## src/common/bank_map_pkg.sv

```systemverilog
/*
  Constants for the bank address formation and region decoder: widths,
  region bounds, vector table bounds, processor mode codes.
  Assumes nothing of its surroundings; used as bank_map_pkg::name.
*/
package bank_map_pkg;
  localparam int          ADDR_W      = 24;
  localparam int          OFS_W       = 16;
  localparam int          BANK_W      = 8;
  localparam logic [7:0]  BANK_ZERO   = 8'h00;
  localparam logic [15:0] PERIPH_LO   = 16'h0000;
  localparam logic [15:0] PERIPH_HI   = 16'h007F;
  localparam logic [15:0] SRAM_LO     = 16'h0080;
  localparam logic [15:0] SRAM_HI     = 16'h027F;
  localparam logic [15:0] ROM_LO      = 16'hC000;
  localparam logic [15:0] ROM_HI      = 16'hFFFF;
  localparam logic [15:0] VECTOR_LO   = 16'hFFD6;
  localparam logic [15:0] DP_SPAN     = 16'h0100;
  localparam logic [1:0]  MODE_SINGLE = 2'h0;
  localparam logic [1:0]  MODE_EXPAND = 2'h1;
  localparam logic [1:0]  MODE_MICRO  = 2'h2;

  typedef enum logic [2:0] {
    REG_NONE,
    REG_PERIPH,
    REG_SRAM,
    REG_ROM,
    REG_EXT
  } region_t;

  typedef enum logic [1:0] {
    ADDR_FETCH,
    ADDR_DATA_BANK,
    ADDR_DIRECT,
    ADDR_ABSOLUTE
  } addr_kind_t;
endpackage : bank_map_pkg

```

## src/bank_address_map_decoder.sv

```systemverilog
/*
  Bank address formation and region decode for the CPU core.
  Assumes the core gives a registered program bank update request, a
  16-bit offset with an access kind, and a processor mode that is settled.
*/
// Summary of operation
// - Space is split into 64 Kbyte banks; bank byte alone selects a bank.
// - Upper byte comes from program bank for fetches, data bank for data-bank accesses, bank zero otherwise.
// - Program counter carry out of a bank increments program bank.
// - Program counter borrow decrements program bank.
// - Peripheral area, static RAM and ROM decode only in bank zero.
// - Direct page is a 256-byte window placed by the direct page base.
// - Direct-page address is base plus instruction offset.
// - Offsets 0 to 7F decode to the peripheral register area.
// - Offsets 80 to 27F decode to the 512-byte static RAM.
// - Offsets C000 to FFFF decode to internal ROM when allowed.
// - Vectors are fetched from FFD6 to FFFF at the ROM top.
// - Bank and 16-bit counter make a 24-bit address over 16 Mbytes.
// - Single-chip mode reaches internal regions only, never external.
// - Microprocessor mode sends the ROM range to the external area.
// - Overlap: reads take internal data; writes go internal and external.
`timescale 1ns/1ps
module bank_address_map_decoder #(
  parameter logic [7:0] PROG_BANK_RESET = 8'h00,
  parameter logic [7:0] DATA_BANK_RESET = 8'h00
) (
  input  wire logic        clk,
  input  wire logic        rst,
  input  wire logic [1:0]  proc_mode,
  input  wire logic        prog_bank_load,
  input  wire logic [7:0]  prog_bank_load_val,
  input  wire logic        data_bank_load,
  input  wire logic [7:0]  data_bank_load_val,
  input  wire logic        dp_base_load,
  input  wire logic [15:0] dp_base_load_val,
  input  wire logic        ip_carry,
  input  wire logic        ip_borrow,
  input  wire logic        acc_valid,
  input  wire logic        acc_write,
  input  wire logic        acc_vector,
  input  wire logic [1:0]  acc_kind,
  input  wire logic [15:0] acc_offset,
  output logic [7:0]       program_bank_reg,
  output logic [7:0]       data_bank_reg,
  output logic [15:0]      direct_page_base_reg,
  output logic [23:0]      phys_addr,
  output logic             sel_periph,
  output logic             sel_sram,
  output logic             sel_rom,
  output logic             ext_req,
  output logic             ext_write,
  output logic             rd_internal,
  output logic             acc_error
);
  logic [7:0]  pbank_r, pbank_nxt;
  logic [7:0]  dbank_r, dbank_nxt;
  logic [15:0] dpbase_r, dpbase_nxt;
  logic [23:0] addr_r, addr_nxt;
  logic        per_r, per_nxt, ram_r, ram_nxt, rom_r, rom_nxt;
  logic        ext_r, ext_nxt, extw_r, extw_nxt, rdi_r, rdi_nxt, err_r, err_nxt;
  logic [23:0] lin;
  logic        bank0, hit_per, hit_ram, hit_rom, internal, ext_allowed;

  function automatic logic in_range(input logic [15:0] a, input logic [15:0] lo,
                                    input logic [15:0] hi);
    in_range = (a >= lo) && (a <= hi);
  endfunction : in_range

  // Bank registers; a core load beats an overflow adjust in the same cycle
  always_comb begin
    pbank_nxt  = pbank_r;
    dbank_nxt  = dbank_r;
    dpbase_nxt = dpbase_r;
    if (prog_bank_load) begin
      pbank_nxt = prog_bank_load_val;
    end else if (ip_carry && !ip_borrow) begin
      pbank_nxt = pbank_r + 8'h01;
    end else if (ip_borrow && !ip_carry) begin
      pbank_nxt = pbank_r - 8'h01;
    end
    if (data_bank_load) begin
      dbank_nxt = data_bank_load_val;
    end
    if (dp_base_load) begin
      dpbase_nxt = dp_base_load_val;
    end
  end

  // Address formation
  always_comb begin
    lin = {dbank_r, acc_offset};
    unique case (bank_map_pkg::addr_kind_t'(acc_kind))
      bank_map_pkg::ADDR_FETCH:     lin = {pbank_r, acc_offset};
      bank_map_pkg::ADDR_DATA_BANK: lin = {dbank_r, acc_offset};
      // Direct page lives in bank zero; offset byte indexes a 256-byte window
      bank_map_pkg::ADDR_DIRECT:    lin = {bank_map_pkg::BANK_ZERO,
                                           dpbase_r + {8'h00, acc_offset[7:0]}};
      bank_map_pkg::ADDR_ABSOLUTE:  lin = {bank_map_pkg::BANK_ZERO, acc_offset};
    endcase
    // Vectors always come from bank zero
    if (acc_vector) begin
      lin = {bank_map_pkg::BANK_ZERO, acc_offset};
    end
  end

  // Region decode
  always_comb begin
    bank0       = (lin[23:16] == bank_map_pkg::BANK_ZERO);
    hit_per     = bank0 && in_range(lin[15:0], bank_map_pkg::PERIPH_LO,
                                    bank_map_pkg::PERIPH_HI);
    hit_ram     = bank0 && in_range(lin[15:0], bank_map_pkg::SRAM_LO,
                                    bank_map_pkg::SRAM_HI);
    hit_rom     = bank0 && (proc_mode != bank_map_pkg::MODE_MICRO)
                  && in_range(lin[15:0], bank_map_pkg::ROM_LO,
                              bank_map_pkg::ROM_HI);
    internal    = hit_per || hit_ram || hit_rom;
    ext_allowed = (proc_mode == bank_map_pkg::MODE_EXPAND)
                  || (proc_mode == bank_map_pkg::MODE_MICRO);
    addr_nxt = addr_r;
    per_nxt  = 1'b0;
    ram_nxt  = 1'b0;
    rom_nxt  = 1'b0;
    ext_nxt  = 1'b0;
    extw_nxt = 1'b0;
    rdi_nxt  = 1'b0;
    err_nxt  = 1'b0;
    if (acc_valid) begin
      addr_nxt = lin;
      per_nxt  = hit_per;
      ram_nxt  = hit_ram;
      rom_nxt  = hit_rom;
      rdi_nxt  = internal && !acc_write;
      if (ext_allowed) begin
        // Internal overlap: reads stay inside, writes are echoed outside
        ext_nxt  = !internal || acc_write;
        extw_nxt = acc_write;
      end else begin
        err_nxt = !internal;
      end
    end
  end

  always_ff @(posedge clk) begin
    if (rst) begin
      pbank_r  <= PROG_BANK_RESET;
      dbank_r  <= DATA_BANK_RESET;
      dpbase_r <= 16'h0000;
      addr_r <= 24'h00_0000;
      per_r  <= 1'b0;
      ram_r  <= 1'b0;
      rom_r  <= 1'b0;
      ext_r  <= 1'b0;
      extw_r <= 1'b0;
      rdi_r  <= 1'b0;
      err_r  <= 1'b0;
    end else begin
      pbank_r  <= pbank_nxt;
      dbank_r  <= dbank_nxt;
      dpbase_r <= dpbase_nxt;
      addr_r <= addr_nxt;
      per_r  <= per_nxt;
      ram_r  <= ram_nxt;
      rom_r  <= rom_nxt;
      ext_r  <= ext_nxt;
      extw_r <= extw_nxt;
      rdi_r  <= rdi_nxt;
      err_r  <= err_nxt;
    end
  end

  assign program_bank_reg     = pbank_r;
  assign data_bank_reg        = dbank_r;
  assign direct_page_base_reg = dpbase_r;
  assign phys_addr            = addr_r;
  assign sel_periph           = per_r;
  assign sel_sram             = ram_r;
  assign sel_rom              = rom_r;
  assign ext_req              = ext_r;
  assign ext_write            = extw_r;
  assign rd_internal          = rdi_r;
  assign acc_error            = err_r;

  property p_carry_inc;
    @(posedge clk) disable iff (rst)
      (ip_carry && !ip_borrow && !prog_bank_load) |=> (pbank_r == $past(pbank_r) + 8'h01);
  endproperty
  a_carry_inc: assert property (p_carry_inc) else $error("bank not incremented");

  property p_borrow_dec;
    @(posedge clk) disable iff (rst)
      (ip_borrow && !ip_carry && !prog_bank_load) |=> (pbank_r == $past(pbank_r) - 8'h01);
  endproperty
  a_borrow_dec: assert property (p_borrow_dec) else $error("bank not decremented");

  property p_fetch_bank;
    @(posedge clk) disable iff (rst)
      (acc_valid && !acc_vector && acc_kind == 2'h0)
      |=> (phys_addr == {$past(pbank_r), $past(acc_offset)});
  endproperty
  a_fetch_bank: assert property (p_fetch_bank) else $error("fetch bank wrong");

  property p_internal_bank0;
    @(posedge clk) disable iff (rst)
      (sel_periph || sel_sram || sel_rom) |-> (phys_addr[23:16] == 8'h00);
  endproperty
  a_internal_bank0: assert property (p_internal_bank0) else $error("internal off bank 0");

  property p_periph;
    @(posedge clk) disable iff (rst)
      sel_periph |-> (phys_addr[15:0] <= 16'h007F);
  endproperty
  a_periph: assert property (p_periph) else $error("peripheral range wrong");

  property p_sram;
    @(posedge clk) disable iff (rst)
      sel_sram |-> (phys_addr[15:0] >= 16'h0080 && phys_addr[15:0] <= 16'h027F);
  endproperty
  a_sram: assert property (p_sram) else $error("sram range wrong");

  property p_single_no_ext;
    @(posedge clk) disable iff (rst)
      (proc_mode == 2'h0) ##1 (proc_mode == 2'h0) |-> !ext_req;
  endproperty
  a_single_no_ext: assert property (p_single_no_ext) else $error("external in single");

  property p_micro_no_rom;
    @(posedge clk) disable iff (rst)
      $past(proc_mode) == 2'h2 |-> !sel_rom;
  endproperty
  a_micro_no_rom: assert property (p_micro_no_rom) else $error("rom in micro mode");

  property p_overlap_write;
    @(posedge clk) disable iff (rst)
      (acc_valid && acc_write && proc_mode == 2'h1) |=> (ext_req && ext_write);
  endproperty
  a_overlap_write: assert property (p_overlap_write) else $error("write not echoed");

  property p_data_bank;
    @(posedge clk) disable iff (rst)
      (acc_valid && !acc_vector && acc_kind == bank_map_pkg::ADDR_DATA_BANK)
      |=> (phys_addr == {$past(dbank_r), $past(acc_offset)});
  endproperty
  a_data_bank: assert property (p_data_bank) else $error("data bank wrong");

  // Direct page stays in bank zero and wraps inside the 16-bit offset
  property p_direct_page;
    @(posedge clk) disable iff (rst)
      (acc_valid && !acc_vector && acc_kind == bank_map_pkg::ADDR_DIRECT)
      |=> (phys_addr == {bank_map_pkg::BANK_ZERO,
                         16'($past(dpbase_r) + {8'h00, $past(acc_offset[7:0])})});
  endproperty
  a_direct_page: assert property (p_direct_page) else $error("direct page wrong");

  property p_rom;
    @(posedge clk) disable iff (rst)
      sel_rom |-> (phys_addr[15:0] >= bank_map_pkg::ROM_LO);
  endproperty
  a_rom: assert property (p_rom) else $error("rom range wrong");

  property p_vector;
    @(posedge clk) disable iff (rst)
      (acc_valid && acc_vector)
      |=> (phys_addr == {bank_map_pkg::BANK_ZERO, $past(acc_offset)});
  endproperty
  a_vector: assert property (p_vector) else $error("vector off bank 0");

  // Microprocessor mode: absolute accesses to the ROM range must leave the chip
  property p_micro_rom_ext;
    @(posedge clk) disable iff (rst)
      (acc_valid && proc_mode == bank_map_pkg::MODE_MICRO
       && acc_kind == bank_map_pkg::ADDR_ABSOLUTE && acc_offset >= bank_map_pkg::ROM_LO)
      |=> ext_req;
  endproperty
  a_micro_rom_ext: assert property (p_micro_rom_ext) else $error("rom not external");

  property p_expand_route;
    @(posedge clk) disable iff (rst)
      (acc_valid && !acc_write && proc_mode == bank_map_pkg::MODE_EXPAND)
      |=> (ext_req == !(sel_periph || sel_sram || sel_rom));
  endproperty
  a_expand_route: assert property (p_expand_route) else $error("route wrong");

  property p_single_error;
    @(posedge clk) disable iff (rst)
      (acc_valid && proc_mode == bank_map_pkg::MODE_SINGLE)
      |=> (acc_error == !(sel_periph || sel_sram || sel_rom));
  endproperty
  a_single_error: assert property (p_single_error) else $error("error flag wrong");

  property p_read_internal;
    @(posedge clk) disable iff (rst)
      rd_internal |-> (!ext_req && (sel_periph || sel_sram || sel_rom));
  endproperty
  a_read_internal: assert property (p_read_internal) else $error("read left chip");

  c_rom_hit:    cover property (@(posedge clk) disable iff (rst) sel_rom && !ext_req);
  c_ext_read:   cover property (@(posedge clk) disable iff (rst) ext_req && !ext_write);
  c_bank_wrap:  cover property (@(posedge clk) disable iff (rst)
                                ip_carry && pbank_r == 8'hFF);
  c_overlap_wr: cover property (@(posedge clk) disable iff (rst) ext_write && sel_sram);
  c_single_err: cover property (@(posedge clk) disable iff (rst) acc_error);
endmodule : bank_address_map_decoder

```

## config.mk

```make
export PLATFORM = sky130hd
export DESIGN_NAME = bank_address_map_decoder
export DESIGN_NICKNAME = d
export VERILOG_FILES = /design/src/common/bank_map_pkg.sv /design/src/bank_address_map_decoder.sv
export SDC_FILE = /design/constraint.sdc
export NUM_CORES = 1
export LEC_CHECK = 0
export ABC_CLOCK_PERIOD_IN_PS = 2600
export BUFFER_PORTS_ARGS = -buffer_cell sky130_fd_sc_hd__buf_2
export CORE_ASPECT_RATIO = 1.5
export CORE_MARGIN = 5
export CORE_UTILIZATION = 39
export DETAILED_ROUTE_END_ITERATION = 8
export PLACE_DENSITY = 0.67
export REMOVE_ABC_BUFFERS = 1
export SYNTH_ARGS = -nofsm -noshare
export SYNTH_HDL_FRONTEND = slang
export SYNTH_SLANG_ARGS = --single-unit
```

## constraint.sdc

```tcl
create_clock -name clk -period 2.6 [get_ports clk]
set_input_delay 0.26 -clock clk [delete_from_list [all_inputs] [get_ports clk]]
set_output_delay 0.26 -clock clk [all_outputs]
set_load 0.01 [all_outputs]
```

==> flow_summary_export.csv, run 1 <==
group,metric,value,unit
logic_synthesis,yosysWarningCount,0,
logic_synthesis,synth_seq_area_share,0.364,
logic_synthesis,synth_edf_count,0,
logic_synthesis,synth_top_cell_area_share,0.364,
timing,slew_headroom,0.664,
layout,synthToLayoutAreaGrowth,33.9,%
global_route,grt.total_usage,0.184,
clock_network,cts_root_buf,"clkbuf_16",
logic_synthesis,syn_inst,397,
timing,hold_ws,163,ps
global_route,antenna_found_initial,0,
clock_network,cts.reportedPaths.clkPinSlew,60,ps
route,drt-initial-drc-count,117,
die,initial_core_util,0.394,
logic_synthesis,yosys.cell_types.count,51,
worst_setup_path,crit_path_max_fanout,5,
layout,nNetsFinal,609,
die,coreArea,8780,sq um
timing,min_period,2590,ps
pwr,powerDensity,618,nW/um^2
timing,period_share,0.997,
route,wl_met1,3.70,mm
pwr,total_leakage_power,2.27,nW
placed_design,place_congestion,0.829,
pwr,ir_drop,0.000408,V
worst_setup_path,arrival,2800,ps
clock_network,worstSkewPairLatency,330,ps
global_route,grt_pass1_vias,3349,
logic_synthesis,syn_area,3460,sq um
logic_synthesis,synth_top_cell_by_area,"dfxtp_1",
clock_network,cts_tree,"done",
logic_synthesis,avgSynthCellArea,8.72,sq um
worst_setup_path,startpoint,"direct_page_base_reg[0]",
route,wl_met2,5.32,mm
die,io_pins,125,
logic_synthesis,ys_seq_elements,63,
worst_setup_path,cp-end-kind,"flip-flop",
timing,finClkSkew,7.57,ps
timing,finalSetupViolCount,0,
route,drt_first_pass_iters,4,
route,ant_nets,0,
layout,drive_above_1_share,0.338,
clock_network,cts_max_level,3,
worst_setup_path,critical_path_class,"flip-flop to flip-flop",
hold_path,worstHoldPathType,"input pin to flip-flop",
worst_setup_path,start_kind,"flip-flop",
global_route,grt_max_degree,35,
route,drc_errors,0,
timing,setup_tns,0,ps
logic_synthesis,synth-async-reset-ratio,0,
outcome,status,"complete, no violations",
layout,n_antenna_cell,0,
route,highest_layer,"met4",
timing,grt_setup_unrepaired,"true",
worst_setup_path,reg2regPathDepth,10,
clock_network,cts.path.max_buffers,2,
layout,largest_reg_flops,24,
timing,worst_slack,6.73,ps
placed_design,dp_hpwl,7.79,mm
job,max_cap_viol_count,0,
clock_network,cts_sinks,63,
route,routed_wl,9.96,mm
die,dieArea,10900,sq um
placed_design,place_ws,-250,ps
hold_path,whs_path_depth,3,
placed_design,io_buffers,124,
timing,tightest_slew,499,ps
route,wl_per_cell,15.4,um
worst_setup_path,required,2810,ps
timing,max_freq,0.386,GHz
global_route,grt_pass1_wl,16.0,mm
die,die_x,86.9,um
die,rows,42,
hold_path,min_from,"dp_base_load_val[10]",
route,met3_length,704,um
layout,final_util,0.528,
global_route,grt-ovfl-total,0,
timing,final_max_slew_viol_count,0,
route,avgViaCountPerCell,5.20,
logic_synthesis,synthTopCellsByArea,"dfxtp_1 36%, mux2i_1 10%, nor2_1 7.0%",
clock_network,numCtsBuffers,9,
die,die_h,125,um
timing,hold_viol_final,0,
pwr,totalPowerFinal,2.86,mW
route,num_vias,3356,
logic_synthesis,dominantRegCellSynth,"dfxtp_1",
worst_setup_path,worstReg2RegStart,"direct_page_base_reg[0]",
==> worst max-delay path, stage by stage, from the launching register on <==
cell and delay (ps):
dfxtp_2 330, ha_4 150, fa_2 330, a21o_1 200, a221oi_4 350, o22ai_4 140, xnor2_1 160, nand2_1 130
a2111oi_4 380, and3_1 240, nor4bb_2 50
==> synth_stat cells (all sizes together) (3+ instances only) <==
cell and count:
nor2 65, dfxtp 63, mux2i 35, nand2 35
a21oi 25, clkbuf 16, ha 15, xnor2 14
o21ai 11, a21o 9, mux2 8, nor2b 8
a311oi 7, nand3 7, o211ai 7, buf 6
inv 6, nand2b 5, nor3 5, a211oi 4
and2 4, nor3b 4, nor4 4, o21bai 4
a31oi 3, and3 3, xor2 3
==> worst paths after layout <==
check	end	slack, ps
max	acc_error	7
min	direct_page_base_reg[10]	160
max reg2reg	acc_error	7
min reg2reg	phys_addr[10]	470
==> metal layers <==
layer,vias up,global-route usage
li1,1669,-
met5,-,0
met2,134,0.330
met3,20,0.0448
met1,1533,0.203
met4,0,0.0725
==> per-stage QoR <==
stage               area [sq um]  instances
global placement            4270        627
floorplan                   3380        375
finish                      4630        645
CTS                         4610        644
detailed placement          4270        627
global route                4630        645
==> cells by family after synthesis <==
kind of cell,count (synthesis),synth area share
AO/OA/AOI/OAI,80,0.167
XOR/XNOR,17,0.0430
adder cells (fa/ha/maj),17,0.0658
buffers and inverters,28,0.0311
flip-flops,63,0.364
multiplexers,43,0.127
AND/OR/NAND/NOR,149,0.201
==> final cells by class <==
class / count / area [sq um]
Inverter: 6 / 22.5
Timing Repair Buffer: 144 / 771
Multi-Input combinational cell: 306 / 2140
Sequential cell: 63 / 1260
Clock inverter: 7 / 73.8
Tap cell: 110 / 138
Clock buffer: 9 / 225
Fill cell: 841 / 4140
==> cell usage in the layout (no fill, tap or decap), types with 5 or more instances in the layout <==
master,netlist,final
xnor2_1,14,14
o211ai_1,7,7
buf_4,0,20
clkbuf_16,0,9
nor2_1,65,65
nand2b_1,5,5
mux2i_1,35,35
inv_1,6,6
dfxtp_1,63,62
nor2b_1,8,8
nand2_1,35,35
o21ai_0,10,9
a21o_1,9,9
a21oi_1,25,25
mux2_2,8,8
a311oi_1,7,7
ha_1,15,14
nand3_1,7,7
buf_2,1,124
==> power by group <==
group          internal, mW  total (mW)  switching, mW  leakage (nW)
clock                 0.742        1.19          0.451         0.145
combinational         0.278       0.587          0.309          1.60
sequential             1.03        1.08         0.0568         0.519
==> repair_timing <==
action                                  CTS  global route
pin swaps                                 1             3
resized for setup                         5             4
buffers inserted                          1             1
hold buffers                              0             0
endpoints found under the setup margin    5             5
Power figures use the tool's default switching activity.
==> run 2, diff against run 1 <==
CELL_PAD_IN_SITES_DETAIL_PLACEMENT = 0   (was unset)
CELL_PAD_IN_SITES_GLOBAL_PLACEMENT = 1   (was unset)
CORE_UTILIZATION = 33   (was 39)
PLACE_DENSITY = 0.76   (was 0.67)
==> run 2 against run 1 <==
  * Critical path type unchanged
  * Critical endpoint unchanged
  * The flow now finishes with violations (negative setup slack)
  * Combinational power grew 2%
  * Worst setup slack got worse by 47 ps
  * Largest cell class unchanged
  * Sequential share of layout area down 0.27 points
==> flow_summary_export.csv, run 2 (same netlist as run 1, synthesis figures left out) <==
group,metric,value,unit
timing,min_period,2640,ps
route,drc_errors,0,
global_route,grt.total_usage,0.171,
timing,final_max_slew_viol_count,0,
route,wl_per_cell,15.3,um
route,drt-initial-drc-count,90,
die,die_h,135,um
die,io_pins,125,
timing,max_freq,0.379,GHz
timing,finalSetupViolCount,3,
timing,hold_ws,166,ps
pwr,pwr-share-comb,0.207,
layout,fillers,1031,
layout,fin_cells,678,
clock_network,cts_sinks,63,
global_route,grt-ovfl-total,0,
placed_design,place_inst,662,
pwr,clockPowerShare,0.418,
worst_setup_path,crit_top_cell,"a21o_1",
layout,largest_reg_flops,24,
clock_network,cts_root_buf,"clkbuf_16",
placed_design,io_buffers,124,
worst_setup_path,critPathMaxStageDelay,350,ps
layout,drive_above_1_share,0.337,
layout,layout_commonest_cell,"buf_2",
route,avgViaCountPerCell,4.94,
global_route,grt_max_degree,25,
pwr,ir_drop,0.000348,V
global_route,antenna_found_initial,0,
job,max_cap_viol_count,0,
layout,nNetsFinal,612,
worst_setup_path,critPathSlowestCell,"a221oi_4",
route,num_vias,3349,
route,ant_nets,0,
timing,tightest_slew,475,ps
global_route,grt_pass1_wl,17.0,mm
pwr,total_leakage_power,2.28,nW
worst_setup_path,start_kind,"flip-flop",
clock_network,cts.reportedPaths.clkPinSlew,50,ps
clock_network,cts.path.max_buffers,2,
timing,period_share,1.02,
hold_path,worstHoldPathType,"input pin to flip-flop",
pwr,power.switching,0.791,mW
die,dieArea,12700,sq um
timing,slew_headroom,0.683,
die,die_x,93.6,um
placed_design,dp_hpwl,8.16,mm
clock_network,cts_max_level,3,
die,coreArea,10200,sq um
placed_design,place_congestion,0.806,
outcome,violations,"negative setup slack",
clock_network,cts_tree,"done",
die,initial_core_util,0.340,
route,routed_wl,10.4,mm
worst_setup_path,crit_chain,"ha_4 -> fa_2 -> a21o_1 -> a221oi_4 -> o22ai_4 -> a21o_1 -> a31oi_2 -> a2111oi_4 -> and3_1 -> nor4bb_1",
pwr,internal_power,2.10,mW
timing,worst_slack,-40.1,ps
clock_network,worstSkewPairLatency,330,ps
timing,hold_viol_final,0,
worst_setup_path,crit_path_max_fanout,5,
die,rows,45,
pwr,powerDensity,617,nW/um^2
layout,synthToLayoutAreaGrowth,35.2,%
worst_setup_path,critical_path_class,"flip-flop to flip-flop",
worst_setup_path,arrival,2870,ps
route,drt_first_pass_iters,4,
global_route,grt_pass1_vias,3452,
worst_setup_path,cp-end-kind,"flip-flop",
layout,most-common-layout-cells,"124 x buf_2, 65 x nor2_1, 62 x dfxtp_1, 35 x nand2_1, 35 x mux2i_1",
pwr,swShare,0.274,
clock_network,numCtsBuffers,9,
outcome,status,"finished with violations",
timing,grt_setup_unrepaired,"true",
worst_setup_path,required,2830,ps
pwr,seqPwrFrac,0.375,
worst_setup_path,r2r_setup_slack,-40,ps
timing,finClkSkew,4.54,ps
layout,n_antenna_cell,0,
run 2: area by class of cell:
cell class              instances  area, sq um  area share
multi-input cells             306         2130       0.454
inverters                       6         22.5     0.00481
repair buffers                147          793       0.169
clock inverters                 3         42.5     0.00909
well taps                     141          176      0.0377
flip-flops and latches         63         1260       0.270
clock buffers                  12          256      0.0548
run 2: stage by stage:
stage	util	setup WS [ps]	cell area, sq um	power, mW	TNS, ps
3_3_place_gp	0.426	-208	4340	1.68	-882
3_5_place_dp	0.426	-256	4340	1.69	-1170
2_1_floorplan	-	-30.7	3380	1.43	-30.7
6_report	0.459	-40.1	4680	2.89	-64.2
4_1_cts	0.459	-11.7	4680	2.93	-17.5
5_1_grt	0.459	-199	4680	3.04	-919
run 2: layer usage:
layer | track usage | up-vias | routed length, um | part of all wire
met5 | 0 | - | 0 | 0
met4 | 0.0787 | 0 | 269 | 0.026
met3 | 0.0311 | 16 | 572 | 0.055
met2 | 0.321 | 89 | 5490 | 0.53
met1 | 0.181 | 1564 | 4030 | 0.39
li1 | - | 1680 | - | -
run 2: path summary, 6_finish.rpt:
path | from | endpoint | cells past startpoint
min reg2reg | phys_addr[6] | phys_addr[6] | 2
min | prog_bank_load_val[0] | program_bank_reg[0] | 3
max reg2reg | direct_page_base_reg[0] | acc_error | 10
max | direct_page_base_reg[0] | acc_error | 10
run 2: repair_timing:
item	4_1_cts	5_1_grt
endpoints found under the setup margin	5	5
buffers inserted	1	0
hold buffers	0	0
resized for setup	6	0
pin swaps	5	1
endpoints found under the hold margin	0	0
run 2: critical path: cells and delay by family (launching register included):
family / cells / cell delay, ps
compound gates: 6 / 1260
flops: 1 / 330
fa+ha+maj: 2 / 500
simple gates: 2 / 460
run 2: power groups by stage:
stage          Sequential (mW)  Clock, mW  Combinational [mW]
2_1_floorplan             1.12          0               0.311
3_3_place_gp              1.10          0               0.580
3_5_place_dp              1.10          0               0.590
4_1_cts                   1.08       1.24               0.605
5_1_grt                   1.09       1.28               0.668
6_report                  1.08       1.21               0.597
